<file path="src/inc/ccar_pkg.sv">
// Shared constants and types for the charge counter register block
package ccar_pkg;
    // Bus address and register subaddresses
    localparam logic [6:0] I2C_ADDR = 7'h64;
    localparam logic [7:0] SUB_CFG = 8'h01;
    localparam logic [7:0] SUB_THR = 8'h02;
    localparam logic [7:0] SUB_CHG = 8'h03;
    localparam logic [7:0] SUB_STAT = 8'h04;
    localparam logic [7:0] SUB_INT = 8'h05;
    // Values after reset
    localparam logic [7:0] CFG_RST = 8'h00;
    localparam logic [7:0] THR_RST = 8'hFF;
    localparam logic [2:0] STAT_RST = 3'h0;
    // Field positions
    localparam int CFG_OVR_BIT = 7;
    localparam int CFG_OUT_HI = 6;
    localparam int CFG_OUT_LO = 4;
    localparam int CFG_M_HI = 3;
    localparam int INT_CLR_BIT = 0;
    localparam int INT_TEST_BIT = 1;
    localparam int ST_ONTIME = 0;
    localparam int ST_CNTOVF = 1;
    localparam int ST_ALARM = 2;
    // Counter chain geometry
    localparam int ACC_BITS = 8;
    localparam int RIP_BITS = 42;
    // Interrupt release window after a clear
    localparam int CLK_NS = 40;
    localparam int RELEASE_NS = 1000;
    localparam int RELEASE_CYC = RELEASE_NS / CLK_NS;
    localparam int REL_W = 5;
    // Byte roles inside one bus transfer
    localparam logic [1:0] ROLE_ADDR = 2'h0;
    localparam logic [1:0] ROLE_SUB = 2'h1;
    localparam logic [1:0] ROLE_DATA = 2'h2;
    // Bus slave states
    typedef enum logic [4:0] {
        S_IDLE = 5'h01,
        S_RECV = 5'h02,
        S_ACK = 5'h04,
        S_SEND = 5'h08,
        S_RACK = 5'h10
    } ccar_state_t;
endpackage

</file>
<file path="src/logic/ccar_sync.sv">
// Two flip-flop synchroniser for a vector of pin inputs
module ccar_sync #(
    parameter int W = 1
) (
    input wire logic clock_i,
    input wire logic rst_n_i,
    input wire logic [W-1:0] d_i,
    output logic [W-1:0] q_o
);
    // First and second stage
    typedef struct packed {
        logic [W-1:0] s1;
        logic [W-1:0] s2;
    } ccar_sync_t;
    ccar_sync_t r;
    ccar_sync_t nx;

    // Shift one stage per clock
    always_comb
    begin
        nx.s1 = d_i;
        nx.s2 = r.s1;
    end

    // State registers
    always_ff @(posedge clock_i or negedge rst_n_i)
    begin
        if (!rst_n_i)
            r <= '0;
        else
            r <= nx;
    end

    assign q_o = r.s2;
endmodule

</file>
<file path="src/logic/ccar_chain.sv">
// Accumulator plus ripple counter chain with prescaled readable window
module ccar_chain import ccar_pkg::*; #(
    parameter int ACC_W = ACC_BITS,
    parameter int RIP_W = RIP_BITS
) (
    input wire logic clock_i,
    input wire logic rst_n_i,
    input wire logic pulse_i,
    input wire logic [ACC_W-1:0] meas_i,
    input wire logic [3:0] m_i,
    input wire logic wr_i,
    input wire logic [7:0] wr_data_i,
    output logic [7:0] window_o,
    output logic ripple_tgl_o,
    output logic ovf_o,
    output logic eval_o
);
    localparam int CW = ACC_W + RIP_W;
    localparam int SW = CW + 1;
    // Chain, window copy, ripple clock toggle, strobes
    typedef struct packed {
        logic [CW-1:0] chain;
        logic [7:0] win;
        logic tgl;
        logic ovf;
        logic eval;
    } ccar_chain_t;
    ccar_chain_t r;
    ccar_chain_t nx;
    logic [SW-1:0] sum;
    logic [SW-1:0] lim;
    logic [ACC_W:0] lsum;
    logic [CW-1:0] wmask;
    logic [6:0] base;

    // Add one measurement, detect carry and overflow, apply host write
    always_comb
    begin
        nx = r;
        nx.ovf = 1'b0;
        nx.eval = 1'b0;
        base = 7'(RIP_W) - 7'(m_i);
        lim = SW'(1) << (7'(CW) - 7'(m_i));
        lsum = {1'b0, r.chain[ACC_W-1:0]} + {1'b0, meas_i};
        sum = {1'b0, r.chain} + SW'(meas_i);
        wmask = CW'(8'hFF) << base;
        if (pulse_i)
        begin
            // Adder carry clocks the ripple part
            if (lsum[ACC_W])
                nx.tgl = ~r.tgl;
            // Bits above the prescaled window mean overflow
            if (sum >= lim)
            begin
                nx.ovf = 1'b1;
                nx.chain = CW'(sum & (lim - SW'(1)));
            end
            else
                nx.chain = CW'(sum);
            nx.eval = 1'b1;
        end
        // Host overwrites only the readable bits
        if (wr_i)
        begin
            nx.chain = (nx.chain & ~wmask) | (CW'(wr_data_i) << base);
            nx.eval = 1'b1;
        end
        nx.win = 8'(nx.chain >> base);
    end

    // State registers, cleared only by the supply reset
    always_ff @(posedge clock_i or negedge rst_n_i)
    begin
        if (!rst_n_i)
            r <= '0;
        else
            r <= nx;
    end

    assign window_o = r.win;
    assign ripple_tgl_o = r.tgl;
    assign ovf_o = r.ovf;
    assign eval_o = r.eval;
endmodule

</file>
<file path="src/logic/ccar_top.sv">
// Charge counter register bank with bus slave and alarm interrupt
// Contract
// Five byte registers at subaddresses one to five
// Config low nibble holds prescale M, reset zero
// Config bits 6..4 override pins when bit7
// Threshold register holds alarm level, resets FFh
// Charge register reads top eight chain bits
// Host write overwrites readable chain bits
// Status bit0 flags on-time measurement overflow
// Status bit1 flags ripple counter overflow
// Status bit2 when window reaches threshold
// Any fault drives interrupt low
// Clear bit releases interrupt, then self-clears
// Pending alarm: release 1us, clear bit drops
// On-time fault waits for next pulse
// Counter overflow returns until lowered and rescaled
// Threshold checked only after pulse or write
// Test bit routes ripple clock to interrupt
// Supply reset clears registers and chain
// Disabled converter holds all state
// LSB weight divides by two to M
// Eight-bit adds feed 42-bit ripple counter
// Interrupt active low, idles high
// Slave only at address 1100100
// Sleeping converter leaves counter unchanged
// Write: addr, sub, data; read via restart
// Unused control bits ignored, status pads zero
module ccar_top import ccar_pkg::*; (
    input wire logic clock_i,
    input wire logic nrst_i,
    input wire logic scl_i,
    input wire logic sda_i,
    output logic sda_o,
    output logic sda_oe_o,
    input wire logic conv_en_i,
    input wire logic charge_pulse_i,
    input wire logic [7:0] charge_meas_i,
    input wire logic charge_pulse_on_time_ovf_i,
    input wire logic [2:0] out_pins_i,
    output logic [2:0] out_sel_o,
    output logic irq_n_o
);
    // ------------------------------------------------------------
    // Reset release and pin synchronisers
    // ------------------------------------------------------------
    logic [1:0] rst_pipe; // Reset release stages
    logic rst_n; // Synchronous-release reset
    logic [15:0] pins_s; // Synchronised pin vector
    logic scl_s;
    logic sda_s;
    logic en_s;
    logic pulse_s;
    logic ot_s;
    logic [2:0] outp_s;
    logic [7:0] meas_s;

    // Release reset two clocks after the pin rises
    always_ff @(posedge clock_i or negedge nrst_i)
    begin
        if (!nrst_i)
            rst_pipe <= 2'h0;
        else
            rst_pipe <= {rst_pipe[0], 1'b1};
    end
    assign rst_n = rst_pipe[1];

    ccar_sync #(.W(16)) u_sync (
        .clock_i(clock_i),
        .rst_n_i(rst_n),
        .d_i({scl_i, sda_i, conv_en_i, charge_pulse_i, charge_pulse_on_time_ovf_i,
              out_pins_i, charge_meas_i}),
        .q_o(pins_s)
    );
    assign {scl_s, sda_s, en_s, pulse_s, ot_s, outp_s, meas_s} = pins_s;

    // ------------------------------------------------------------
    // Block state
    // ------------------------------------------------------------
    typedef struct packed {
        ccar_state_t st; // Bus slave state
        logic [1:0] role; // Meaning of the byte being received
        logic [3:0] cnt; // Bit counter
        logic [7:0] sh; // Shift register
        logic [7:0] sub; // Current subaddress
        logic rw; // Read direction
        logic oe; // Data line pulled low
        logic lvl; // Level driven on the data line
        logic scl_q; // Previous clock level
        logic sda_q; // Previous data level
        logic [7:0] cfg; // output_and_prescale_config
        logic [7:0] thr; // alarm_threshold
        logic e_clr; // Clear request bit
        logic e_test; // Counter test bit
        logic wc_stb; // Charge register write strobe
        logic [7:0] wc_data; // Charge register write data
        logic pls_stb; // Accepted charge pulse
        logic [7:0] meas_q; // Measurement taken with the pulse
        logic ot_q; // On-time overflow seen with the pulse
        logic pulse_q; // Previous pulse level
        logic [2:0] flags; // fault_status bits
        logic ovf_lat; // Counter overflow still standing
        logic c_low; // Charge lowered since overflow
        logic m_chg; // Prescale changed since overflow
        logic [REL_W-1:0] rel; // Release window counter
        logic [2:0] out_sel; // Effective output select
        logic irq_n; // Interrupt pin level
    } ccar_top_t;
    ccar_top_t r;
    ccar_top_t nx;

    logic [7:0] win; // Readable chain window
    logic tgl; // Ripple clock toggle
    logic c_ovf; // Chain overflow strobe
    logic c_eval; // Threshold evaluation strobe
    logic scl_r; // Clock rising
    logic scl_f; // Clock falling
    logic start_c; // Start or repeated start
    logic stop_c; // Stop
    logic [7:0] rdat; // Byte returned on a read
    logic [2:0] set_f; // Flag set requests
    logic clr_f; // Flag clear request

    // ------------------------------------------------------------
    // Charge counter chain
    // ------------------------------------------------------------
    ccar_chain u_chain (
        .clock_i(clock_i),
        .rst_n_i(rst_n),
        .pulse_i(r.pls_stb),
        .meas_i(r.meas_q),
        .m_i(r.cfg[CFG_M_HI:0]),
        .wr_i(r.wc_stb),
        .wr_data_i(r.wc_data),
        .window_o(win),
        .ripple_tgl_o(tgl),
        .ovf_o(c_ovf),
        .eval_o(c_eval)
    );

    // ------------------------------------------------------------
    // Next-state logic
    // ------------------------------------------------------------
    always_comb
    begin
        nx = r;
        nx.scl_q = scl_s;
        nx.sda_q = sda_s;
        nx.lvl = 1'b0;
        nx.wc_stb = 1'b0;
        set_f = 3'h0;
        clr_f = 1'b0;
        // Bus line events
        scl_r = scl_s & ~r.scl_q;
        scl_f = ~scl_s & r.scl_q;
        start_c = scl_s & r.scl_q & r.sda_q & ~sda_s;
        stop_c = scl_s & r.scl_q & ~r.sda_q & sda_s;
        // Read-back mux, write-only registers read zero
        if (r.sub == SUB_CHG)
            rdat = win;
        else if (r.sub == SUB_STAT)
            rdat = {5'h00, r.flags};
        else
            rdat = 8'h00;

        // Charge pulses counted only while converter runs
        nx.pulse_q = pulse_s;
        nx.pls_stb = pulse_s & ~r.pulse_q & en_s;
        nx.meas_q = meas_s;
        nx.ot_q = ot_s;
        if (pulse_s & ~r.pulse_q & en_s & ot_s)
            set_f[ST_ONTIME] = 1'b1;

        // Bus slave sequencing
        unique case (r.st)
            S_IDLE:
            begin
                nx.oe = 1'b0;
            end
            S_RECV:
            begin
                if (scl_r)
                begin
                    nx.sh = {r.sh[6:0], sda_s};
                    nx.cnt = r.cnt + 4'h1;
                end
                else if (scl_f && r.cnt == 4'h8)
                begin
                    nx.cnt = 4'h0;
                    nx.st = S_ACK;
                    nx.oe = 1'b1;
                    if (r.role == ROLE_ADDR)
                    begin
                        // Only our fixed address is answered
                        nx.rw = r.sh[0];
                        if (r.sh[7:1] != I2C_ADDR)
                        begin
                            nx.st = S_IDLE;
                            nx.oe = 1'b0;
                        end
                    end
                    else if (r.role == ROLE_SUB)
                        nx.sub = r.sh;
                    else
                    begin
                        // Register writes
                        unique case (r.sub)
                            SUB_CFG:
                            begin
                                if (r.sh[CFG_M_HI:0] != r.cfg[CFG_M_HI:0])
                                    nx.m_chg = 1'b1;
                                nx.cfg = r.sh;
                            end
                            SUB_THR: nx.thr = r.sh;
                            SUB_CHG:
                            begin
                                nx.wc_stb = 1'b1;
                                nx.wc_data = r.sh;
                                if (r.sh < win)
                                    nx.c_low = 1'b1;
                            end
                            SUB_INT:
                            begin
                                nx.e_test = r.sh[INT_TEST_BIT];
                                if (r.sh[INT_CLR_BIT])
                                begin
                                    nx.e_clr = 1'b1;
                                    clr_f = 1'b1;
                                    nx.rel = REL_W'(RELEASE_CYC);
                                end
                            end
                            default: ; // Read-only or unmapped
                        endcase
                    end
                end
            end
            S_ACK:
            begin
                if (scl_f)
                begin
                    nx.cnt = 4'h0;
                    if (r.rw)
                    begin
                        // Read: present the addressed register
                        nx.st = S_SEND;
                        nx.sh = rdat;
                        nx.oe = ~rdat[7];
                    end
                    else
                    begin
                        nx.st = S_RECV;
                        nx.oe = 1'b0;
                        nx.role = (r.role == ROLE_ADDR) ? ROLE_SUB : ROLE_DATA;
                    end
                end
            end
            S_SEND:
            begin
                if (scl_r)
                    nx.cnt = r.cnt + 4'h1;
                else if (scl_f && r.cnt == 4'h8)
                begin
                    nx.oe = 1'b0;
                    nx.st = S_RACK;
                end
                else if (scl_f)
                begin
                    nx.sh = {r.sh[6:0], 1'b0};
                    nx.oe = ~r.sh[6];
                end
            end
            S_RACK:
            begin
                // Single-byte read ends at the master's acknowledge
                if (scl_r)
                    nx.st = S_IDLE;
            end
        endcase
        // Start and stop override any state
        if (start_c)
        begin
            nx.st = S_RECV;
            nx.role = ROLE_ADDR;
            nx.cnt = 4'h0;
            nx.oe = 1'b0;
        end
        else if (stop_c)
        begin
            nx.st = S_IDLE;
            nx.oe = 1'b0;
        end

        // Threshold compared only on pulse or charge write
        if (c_eval && win >= r.thr)
            set_f[ST_ALARM] = 1'b1;
        // Counter overflow stands until charge lowered and rescaled
        if (c_ovf)
        begin
            set_f[ST_CNTOVF] = 1'b1;
            nx.ovf_lat = 1'b1;
            nx.c_low = 1'b0;
            nx.m_chg = 1'b0;
        end
        else if (nx.c_low && nx.m_chg)
            nx.ovf_lat = 1'b0;
        // Release window runs down, then clear bit drops
        if (r.rel != '0 && !clr_f)
        begin
            nx.rel = r.rel - REL_W'(1);
            if (r.rel == REL_W'(1))
            begin
                nx.e_clr = 1'b0;
                if (r.ovf_lat)
                    set_f[ST_CNTOVF] = 1'b1;
            end
        end
        // Set wins over clear
        nx.flags = (clr_f ? 3'h0 : r.flags) | set_f;

        // Output select override
        nx.out_sel = nx.cfg[CFG_OVR_BIT] ? nx.cfg[CFG_OUT_HI:CFG_OUT_LO] : outp_s;
        // Interrupt pin
        if (nx.e_test)
            nx.irq_n = tgl;
        else if (nx.rel != '0)
            nx.irq_n = 1'b1;
        else
            nx.irq_n = ~|nx.flags;
    end

    // ------------------------------------------------------------
    // State registers
    // ------------------------------------------------------------
    always_ff @(posedge clock_i or negedge rst_n)
    begin
        if (!rst_n)
        begin
            r <= '0;
            r.st <= S_IDLE;
            r.scl_q <= 1'b1;
            r.sda_q <= 1'b1;
            r.cfg <= CFG_RST;
            r.thr <= THR_RST;
            r.flags <= STAT_RST;
            r.irq_n <= 1'b1;
        end
        else
            r <= nx;
    end

    assign sda_o = r.lvl;
    assign sda_oe_o = r.oe;
    assign out_sel_o = r.out_sel;
    assign irq_n_o = r.irq_n;
endmodule

</file>
<file path="config.mk">
export PLATFORM = sky130hd
export DESIGN_NAME = ccar_top
export DESIGN_NICKNAME = d
export VERILOG_FILES = /design/src/inc/ccar_pkg.sv /design/src/logic/ccar_sync.sv /design/src/logic/ccar_chain.sv /design/src/logic/ccar_top.sv
export SDC_FILE = /design/constraint.sdc
export NUM_CORES = 1
export LEC_CHECK = 0
export BUFFER_PORTS_ARGS = -buffer_cell sky130_fd_sc_hd__buf_2
export CAP_MARGIN = 0
export CELL_PAD_IN_SITES_DETAIL_PLACEMENT = 1
export CELL_PAD_IN_SITES_GLOBAL_PLACEMENT = 1
export CORE_MARGIN = 2
export CORE_UTILIZATION = 54
export DETAILED_ROUTE_END_ITERATION = 10
export GPL_TIMING_DRIVEN = 0
export PLACE_DENSITY = 0.89
export RECOVER_POWER = 100
export SYNTH_ARGS = -nofsm -noshare
export SYNTH_HDL_FRONTEND = slang
export SYNTH_HIERARCHICAL = 1
export SYNTH_SLANG_ARGS = --single-unit
</file>
<file path="constraint.sdc">
create_clock -name clock_i -period 10.8 [get_ports clock_i]
set_clock_uncertainty 0.1 [all_clocks]
set_input_delay 1.08 -clock clock_i [delete_from_list [all_inputs] [get_ports clock_i]]
set_output_delay 1.08 -clock clock_i [all_outputs]
set_load 0.01 [all_outputs]
</file>
# [Yosys cells after proc, flatten, opt, wreduce, memory -nomap -nowiden]
# Cells that the tools add are included.
[word_totals] latchBits=0 out_inout_bits=6 mem_count=0 mem_bits_ro=0 ff_bits=178 wordCells=223 mem_bits_rw=0 in_bits=18
[classes] multipliers=0 div_mod_pow=0 eq_ne=32 muxes=89 n_bitwise=26 reduce_logical=28 n_addsub=7 shifts=4 n_lt_le_gt_ge=3
[ops] operator="$mux W50" count=3
[ops] operator="$mux W27" count=5
[ops] operator="$and A50 B50 Y50" count=2
[ops] operator="$mux W8" count=8
[ops] operator="$mux W5" count=11
[ops] operator="$add A50 B8 Y51" count=1
[ops] operator="$ge A51 B51 Y1" count=1
[ops] operator="$shl A1 B7 Y51 const A" count=1
[ops] operator="$not A50 Y50" count=1
[ops] operator="$or A50 B50 Y50" count=1
[ops] operator="$shl A8 B7 Y50" count=1
[ops] operator="$shl A8 B7 Y50 const A" count=1
[ops] operator="$shr A50 B7 Y8" count=1
[ops] operator="$sub A50 B1 Y50 const B" count=1
[ops] operator="$mux W1" count=37
[ops] operator="$pmux W12 S3" count=1
[ops] operator="$mux W7" count=5
[ops] operator="$ne A4 B4 Y1 const B" count=7
[ops] operator="$reduce_and A6 Y1" count=4
[ops] operator="$pmux W5 S4" count=1
[ops] operator="$mux W19" count=1
[ops] operator="$eq A8 B2 Y1 const B" count=2
[ops] operator="$eq A8 B3 Y1 const B" count=2
[ops] operator="$mux W4" count=4
[ops] operator="other kinds (42)" count=87

# [Depth between registers and ports, before layout]
# Gate-level depths: netlist of run 1.
[logic_depth] ltp_word=15 ltp_mapped=23

# [By module]
# Netlist of run 1, hierarchy kept.
[modules_own_cells] module="ccar_chain" n_inst=1 area_each_um2=8169.1 cells_per_inst=1068
[modules_own_cells] module="ccar_top" n_inst=1 area_each_um2=4235.3 cells_per_inst=420
[modules_own_cells] module="ccar_sync" n_inst=1 area_each_um2=800.8 cells_per_inst=32

# [Worst setup path after synthesis of run 1]
# Ideal clock, no wire load.
[synth_timing] path_type="register to register" startpoint="register r[46] (netlist name)" endpoint="register u_chain.r, in the netlist u_chain/window_o[6]" synth_period_minus_slack_ns=5.881 required_ns=10.569 path_buffers=7 stages_incl_launch_ff=23 arrival_time_ns=5.650 setup_slack_ns=4.919 path_cell_list="dfrtp_1 > ha_1 > inv_1 > ha_1 > clkbuf_1 > clkbuf_1 > buf_1 > buf_1 > clkbuf_1 > buf_1 > nand3_1 > ha_1 > nand2_1 > a211o_1 > a211oi_1 > o31ai_1 > clkbuf_1 > a211o_1 > a32o_1 > mux2_2 > mux2i_1 > o221ai_1 > or3_1"
[synth_lines] element="end signal: assignment" line_no="ccar_chain.sv:77" source="r <= nx;"
[synth_lines] element="end: declaration" line_no="ccar_chain.sv:28" source="ccar_chain_t r;"

==> load_flow_metrics.sql, run 1 <==
INSERT INTO impl_metrics (metric_group, metric, value, unit) VALUES
('timing', 'report.final.slew_viol_count', '197', ''),
('drt', 'detail_route.iter0.violations', '1687', ''),
('layout', 'fillers', '2874', ''),
('drt', 'detailedRoute.firstPassIterationCount', '5', ''),
('drt', 'routed_via_density', '7.16', ''),
('critical_path', 'crit_start', 'r[46]$_DFFE_PN0P_', ''),
('clocking', 'clockBufferDepth', '2', ''),
('logic_synthesis', 'synthTopCellsByArea', 'dfrtp_1, ha_1, nand2_1', ''),
('layout', 'fraction_of_layout_cells_with_a_size_suffix_above_1', '9.90', '%'),
('floorplanning', 'placeable_core_region', '24200', 'um2'),
('placed_design', 'dpl_cell_area', '13800', 'um2'),
('drt', 'drc_violations', '0', ''),
('floorplanning', 'dieWidth', '160', 'um'),
('logic_synthesis', 'ys_flop_type', 'dfrtp_1', ''),
('logic_synthesis', 'async_sr_flop_fraction', '100', '%'),
('logic_synthesis', 'syn_area', '13200', 'um2'),
('logic_synthesis', 'synthesis.nets', '1602', ''),
('timing', 'worst-slew-pin-transition', '3.98', 'ns'),
('worst_hold_path', 'hold_class', 'flop to flop', ''),
('critical_path', 'regToRegEndpoint', 'u_chain/window_o[3]$_DFF_PN0_', ''),
('placed_design', 'dp_hpwl', '42500', 'um'),
('drt', 'route.vias.total', '13600', ''),
('logic_synthesis', 'yosys_register_bits', '177', ''),
('clocking', 'hold_buffers', '0', ''),
('critical_path', 'path_max_fanout', '10', ''),
('clocking', 'cts_htree_levels', '4', ''),
('clocking', 'tritoncts.num_buffers', '17', ''),
('placed_design', 'port-buffer-count', '22', ''),
('run_status', 'violations_in_the_final_reports', 'capacitance limit, slew limit', ''),
('timing', 'max_clock_freq', '0.102', 'GHz'),
('logic_synthesis', 'sequential_element_share_of_the_synthesized_area', '33.7', '%'),
('clocking', 'clock_sink_count', '177', ''),
('run_status', 'status', 'finished, violations left', ''),
('logic_synthesis', 'synth_cell_types', '103', ''),
('drt', 'drt-total-wl', '56500', 'um'),
('timing', 'post-route-min-period', '9.84', 'ns'),
('layout', 'area_of_the_multi_input_gates', '8040', 'um2'),
('grt', 'grtUsageTotal', '44.5', '%'),
('power_and_ir_drop', 'power.leakage', '0.00579', 'uW'),
('grt', 'grt_overflow', '0', ''),
('clocking', 'cts.repair_timing.setup_buffer_count', '0', ''),
('drt', 'route.detailed.wl_per_inst', '29.7', 'um'),
('logic_synthesis', 'top_cell_type_by_total_area_after_synthesis', 'dfrtp_1', ''),
('floorplanning', 'std_cell_rows', '57', ''),
('clocking', 'clk_root_buffer_cell', 'clkbuf_16', ''),
('clocking', 'worst_setup_hold_path_clk_slew', '0.09', 'ns'),
('logic_synthesis', 'synth_edf_count', '0', ''),
('clocking', 'cts_resized', '0', ''),
('layout', 'finalInstanceArea', '14300', 'um2'),
('timing', 'final_layout_setup_total_negative_slack', '0', 'ns'),
('critical_path', 'end_kind', 'flop', ''),
('timing', 'slew_headroom', '-166', '%'),
('drt', 'ant_nets', '0', ''),
('floorplanning', 'die-height', '160', 'um'),
('critical_path', 'crit_type', 'flop to flop', ''),
('grt', 'first_pass_grt_wire_length', '86600', 'um'),
('critical_path', 'r2r-start', 'r[46]$_DFFE_PN0P_', ''),
('clocking', 'clk_latency', '0.45', 'ns'),
('timing', 'post-route-period-util', '91.1', '%'),
('power_and_ir_drop', 'peakVddDrop', '0.0915', 'mV'),
('logic_synthesis', 'netlist_instances', '1520', ''),
('critical_path', 'timing.critical_path.arrival', '10.01', 'ns'),
('floorplanning', 'initial_utilization', '54.6', '%'),
('clocking', 'tritoncts', 'yes', ''),
('layout', 'area_growth', '7.93', '%'),
('timing', 'rsz0062_at_grt', 'no', ''),
('placed_design', 'routabilityCongestion', '1.04', ''),
('layout', 'antenna_cells', '0', ''),
('run', 'maxCapViolations', '7', ''),
('critical_path', 'required', '10.97', 'ns'),
('critical_path', 'launching_element_type_of_the_critical_path', 'flop', '');
==> routing by layer <==
metal	up-vias	routed length (um)	GRT usage, %
met4	2	4230	27.8
met3	289	5210	10.4
met1	6724	21100	53.3
met5	-	13	0
li1	5688	-	-
met2	893	25900	72.6
==> metrics by stage <==
step / hold WS (ns) / worst slack (ns) / instances / util, % / total power (uW)
final: 0.241 / 0.958 / 1900 / 59.0 / 1660
after global routing: 0.256 / 0.906 / 1900 / 59.0 / 1710
after CTS: 0.246 / 1.66 / 1900 / 59.4 / 1660
after detailed placement: 0.236 / 1.69 / 1868 / 57.0 / 1030
after global placement: 0.232 / 1.67 / 1866 / 56.8 / 997
after floorplan: 0.231 / 4.92 / 1520 / - / 932
==> worst min-delay path by stage <==
stage,slack [ns],from,depth (start not counted),end
2_1_floorplan,0.23,u_sync/q_o[0]$_DFF_PN0_,0,r[17]$_DFF_PN0_
3_3_place_gp,0.23,u_sync/q_o[7]$_DFF_PN0_,0,r[24]$_DFF_PN0_
3_5_place_dp,0.24,u_sync/nx[12]$_DFF_PN0_,0,u_sync/q_o[12]$_DFF_PN0_
4_1_cts,0.25,u_sync/nx[15]$_DFF_PN0_,0,u_sync/q_o[15]$_DFF_PN0_
5_1_grt,0.26,u_sync/nx[14]$_DFF_PN0_,0,u_sync/q_o[14]$_DFF_PN0_
6_report,0.24,u_sync/nx[15]$_DFF_PN0_,0,u_sync/q_o[15]$_DFF_PN0_
==> worst max-delay path, stage by stage (launching register included) <==
cell and delay (ns):
dfrtp_1 0.55, ha_1 0.45, inv_1 0.12, ha_1 0.38, clkbuf_1 0.46, clkbuf_1 0.45
clkbuf_1 0.61, clkbuf_1 0.53, clkbuf_1 0.54, clkbuf_1 0.72, nand3_1 0.22, ha_1 0.38
a21o_1 0.17, a21oi_1 0.18, o211ai_1 0.19, o31ai_1 0.81, clkbuf_1 0.50, o21ai_0 0.29
o21ai_0 0.85, mux2i_1 0.28, mux2i_1 0.25, nor2_1 0.07, a2111oi_0 0.55
==> report_power, final <==
| group | internal (uW) | switching, uW |
|---|---|---|
| clock network | 312 | 330 |
| registers | 701 | 34.3 |
| logic | 107 | 177 |
| total | 1120 | 541 |
==> state kept, by name (all words and copies together) (netlist names) <==
name	count
u_chain/window_o	8
u_chain/r	50
u_chain/eval_o	1
u_sync/nx	16
sda_oe_o	1
u_chain/ripple_tgl_o	1
out_sel_o	3
u_chain/ovf_o	1
irq_n_o	1
rst_pipe	2
u_sync/q_o	16
r	77
==> logic make-up after synthesis <==
kind of cell | after synthesis | synth area share (%)
buf+inv | 157 | 5.06
xor+xnor | 63 | 4.24
flops | 177 | 33.7
other cells | 2 | 0.0569
simple gates | 575 | 21.7
fa+ha+maj | 64 | 6.12
compound gates | 376 | 19.8
mux | 106 | 9.34
==> final cells by class <==
type | count | area share (%)
Multi-Input combinational cell | 1186 | 56.4
Sequential cell | 177 | 31.2
Buffer | 105 | 3.27
Clock buffer | 17 | 2.98
Tap cell | 324 | 2.84
Inverter | 52 | 1.37
Clock inverter | 15 | 1.18
Timing Repair Buffer | 24 | 0.773
==> placed cells by master (no fill, tap or decap), types with 9 or more instances in the layout <==
cell	count
a211oi_1	19
o22ai_1	21
a21o_1	12
a21oi_1	74
mux2_2	36
or4_1	9
mux2_1	12
dfstp_2	12
and3_1	14
dfrtp_1	165
o211ai_1	17
a22oi_1	14
nor2b_1	14
buf_2	25
and2_1	10
nor2_1	130
mux2i_1	49
nand2_1	177
o221ai_1	11
nand4_1	32
xor2_1	20
nor3_1	38
inv_1	50
clkbuf_16	17
o21ai_0	65
a31oi_1	16
xnor2_1	42
ha_1	63
nand2b_1	15
nor4_1	17
or3_1	11
nand3_1	59
mux4_2	9
buf_4	13
clkbuf_1	84
and4_1	15
(Power assumes the default switching activity.)
==> run 2: changes to the inputs <==
Settings changed: ABC_AREA from default to 0, BUFFER_PORTS_ARGS -buffer_cell sky130_fd_sc_hd__buf_2 to default, CTS_CLUSTER_DIAMETER from default to 100, DONT_BUFFER_PORTS from default to 1, PLACE_DENSITY 0.89 to 0.88.
==> run 2 against run 1 <==
The run still ends with capacitance limit, slew limit left; worst setup slack gained 0.43 ns; worst hold slack worse by 0.018 ns; power decreased by 0.81%; first-iteration DRC count fell by 5.5%; via count down 1.7%; critical path type unchanged.
==> load_flow_metrics.sql, run 2 (synthesis gave the netlist of run 1 again) <==
INSERT INTO impl_metrics (metric_group, metric, value, unit) VALUES
('run_status', 'status', 'finished, violations left', ''),
('run_status', 'violations_in_the_final_reports', 'capacitance limit, slew limit', ''),
('critical_path', 'r2r_cells', '22', ''),
('drt', 'met1Wirelength', '20900', 'um'),
('layout', 'layout_commonest_cell', 'nand2_1', ''),
('timing', 'slew_headroom', '-152', '%'),
('power_and_ir_drop', 'power.leakage', '0.00571', 'uW'),
('placed_design', 'dp_hpwl', '40800', 'um'),
('drt', 'drt-total-wl', '54300', 'um'),
('clocking', 'cts_htree_levels', '4', ''),
('drt', 'met2RoutedLength', '25400', 'um'),
('drt', 'detail_route.iter0.violations', '1595', ''),
('placed_design', 'port-buffer-count', '0', ''),
('clocking', 'cts.repair_timing.setup_buffer_count', '0', ''),
('critical_path', 'critical_path.max_stage_delay', '0.78', 'ns'),
('layout', 'largest_register_ffs', '77', ''),
('grt', 'first_pass_grt_wire_length', '82200', 'um'),
('critical_path', 'crit_type', 'flop to flop', ''),
('clocking', 'tritoncts', 'yes', ''),
('drt', 'met3RoutedLength', '4330', 'um'),
('grt', 'grt_overflow', '0', ''),
('placed_design', 'placed_insts', '1846', ''),
('timing', 'report.final.slew_viol_count', '188', ''),
('layout', 'antenna_cells', '0', ''),
('power_and_ir_drop', 'power_spent_charging_and_discharging_nets', '531', 'uW'),
('layout', 'fraction_of_layout_cells_with_a_size_suffix_above_1', '9.01', '%'),
('clocking', 'clock_sink_count', '177', ''),
('floorplanning', 'dieWidth', '160', 'um'),
('drt', 'ant_nets', '0', ''),
('power_and_ir_drop', 'power.share.switching', '32.2', '%'),
('floorplanning', 'initial_utilization', '54.6', '%'),
('floorplanning', 'die-height', '160', 'um'),
('floorplanning', 'placeable_core_region', '24200', 'um2'),
('timing', 'post-route-period-util', '87.1', '%'),
('drt', 'routed_via_density', '7.11', ''),
('critical_path', 'worstPathCellList', 'ha_1 -> inv_1 -> ha_1 -> clkbuf_1 -> clkbuf_1 -> clkbuf_1 -> clkbuf_1 -> clkbuf_1 -> clkbuf_1 -> nand3_1 -> ha_1 -> a21o_1 -> a21oi_1 -> o211ai_1 -> o31ai_1 -> clkbuf_1 -> o21ai_0 -> o21ai_0 -> o221ai_1 -> a211oi_1 -> a211oi_1 -> a221oi_1', ''),
('grt', 'first_global_vias', '13700', ''),
('clocking', 'tritoncts.num_buffers', '17', ''),
('drt', 'drc_violations', '0', ''),
('power_and_ir_drop', 'p_comb_share', '16.7', '%'),
('drt', 'detailedRoute.firstPassIterationCount', '5', ''),
('layout', 'area_growth', '7.07', '%'),
('worst_hold_path', 'hold_class', 'input pin to asynchronous set/reset pin', ''),
('critical_path', 'path_max_fanout', '10', ''),
('run', 'maxCapViolations', '5', ''),
('power_and_ir_drop', 'internal_power', '1120', 'uW'),
('layout', 'most-common-layout-cells', 'nand2_1, dfrtp_1, nor2_1, clkbuf_1, a21oi_1', ''),
('clocking', 'clockBufferDepth', '2', ''),
('grt', 'largest_net_degree_at_the_start_of_global_routing', '71', ''),
('power_and_ir_drop', 'power.density_cell_area', '117', 'nW/um2'),
('drt', 'top_signal_layer_used', 'met4', ''),
('timing', 'timing.hold.ws', '0.223', 'ns'),
('grt', 'grtUsageTotal', '42.1', '%'),
('critical_path', 'launching_element_type_of_the_critical_path', 'flop', ''),
('timing', 'finalHoldViolations', '0', ''),
('clocking', 'clk_root_buffer_cell', 'clkbuf_16', ''),
('grt', 'initial_antenna_violation_count', '0', ''),
('timing', 'final_layout_setup_total_negative_slack', '0', 'ns'),
('floorplanning', 'die_area', '25700', 'um2'),
('clocking', 'worst_setup_hold_path_clk_slew', '0.08', 'ns'),
('layout', 'fillers', '2893', ''),
('layout', 'finish.net_count', '1623', ''),
('layout', 'post_layout_nonfiller_instances', '1878', ''),
('drt', 'route.detailed.wl_per_inst', '28.9', 'um'),
('critical_path', 'required', '10.99', 'ns'),
('timing', 'worst-slew-pin-transition', '3.78', 'ns'),
('critical_path', 'cell_seen_most_often_among_critical_path_stages', 'clkbuf_1', ''),
('clocking', 'cts_resized', '0', ''),
('placed_design', 'routabilityCongestion', '1.04', ''),
('power_and_ir_drop', 'peakVddDrop', '0.0952', 'mV'),
('timing', 'setup_viol', '0', ''),
('clocking', 'clk_latency', '0.45', 'ns'),
('power_and_ir_drop', 'clockPowerShare', '38.6', '%'),
('drt', 'route.vias.total', '13400', ''),
('critical_path', 'slowest_stage_cell_on_the_critical_path', 'o21ai_0', ''),
('timing', 'post-route-min-period', '9.41', 'ns'),
('timing', 'max_clock_freq', '0.106', 'GHz'),
('power_and_ir_drop', 'pwr-share-seq', '44.7', '%'),
('layout', 'largest-register', 'r', ''),
('critical_path', 'end_kind', 'flop', ''),
('floorplanning', 'boundaryPins', '24', ''),
('timing', 'rsz0062_at_grt', 'no', ''),
('floorplanning', 'std_cell_rows', '57', ''),
('critical_path', 'timing.critical_path.arrival', '9.60', 'ns'),
('clocking', 'hold_buffers', '0', ''),
('layout', 'top_regs', 'r (77), u_chain/r (50)', '');
run 2: cell types whose count changed in the layout (fill, tap and decap cells not counted):
cell / delta
or2_2: -1
inv_12: -1
and2_1: -1
dfstp_2: -1
buf_2: -16
dfstp_1: +1
buf_4: -3
clkbuf_1: -3
and2_0: +1
mux2_2: +5
clkinv_8: +1
mux2_1: -5
or2_0: +1
run 2: layout make-up:
| type | count | area, um2 | share of cell area (%) |
|---|---|---|---|
| Buffer | 105 | 455 | 3.22 |
| Timing Repair Buffer | 2 | 7.51 | 0.0531 |
| Clock inverter | 15 | 168 | 1.19 |
| Multi-Input combinational cell | 1186 | 8040 | 56.8 |
| Sequential cell | 177 | 4440 | 31.4 |
| Clock buffer | 17 | 425 | 3.01 |
| Tap cell | 324 | 405 | 2.87 |
| Inverter | 52 | 195 | 1.38 |
run 2: path summary, 6_finish.rpt:
path | startpoint | endpoint | slack [ns]
min in group clock_i | u_sync/nx[4]$_DFF_PN0_ | u_sync/q_o[4]$_DFF_PN0_ | 0.25
max | r[46]$_DFFE_PN0P_ | u_chain/window_o[5]$_DFF_PN0_ | 1.39
max in group asynchronous | rst_pipe[1]$_DFF_PN0_ | u_chain/r[38]$_DFF_PN0_ | 5.20
min reg2reg | u_sync/nx[4]$_DFF_PN0_ | u_sync/q_o[4]$_DFF_PN0_ | 0.25
min | nrst_i | rst_pipe[0]$_DFF_PN0_ | 0.22
max reg2reg | r[46]$_DFFE_PN0P_ | u_chain/window_o[5]$_DFF_PN0_ | 1.39
run 2: critical path, delay by kind of cell, from the launching register on:
family / cells / cell delay, ns
flip-flops: 1 / 0.54
AO/OA/AOI/OAI: 10 / 3.40
AND/OR/NAND/NOR: 1 / 0.21
buffers and inverters: 8 / 3.83
adder cells (fa/ha/maj): 3 / 1.16
run 2: power by group through the flow:
stage / clock, uW / combinational, uW / sequential [uW]
CTS: 642 / 275 / 736
detailed placement: 0 / 270 / 749
finish: 636 / 275 / 736
global placement: 0 / 239 / 752
global route: 668 / 299 / 741
floorplan: 0 / 191 / 741
run 2: per-layer routing:
layer	GRT usage, %	vias to the layer above
li1	-	5635
met1	52.3	6676
met2	69.9	808
met3	6.90	242
met4	24.5	0
met5	0	-
run 2: stage by stage:
step / setup WS [ns] / cell area (um2) / util (%) / total power [uW]
after floorplan: 4.92 / 13200 / - / 932
after global placement: 1.99 / 13600 / 56.3 / 992
after detailed placement: 1.92 / 13700 / 56.5 / 1020
after CTS: 1.86 / 14300 / 59.0 / 1650
after global routing: 1.07 / 14100 / 58.5 / 1710
final: 1.39 / 14100 / 58.5 / 1650
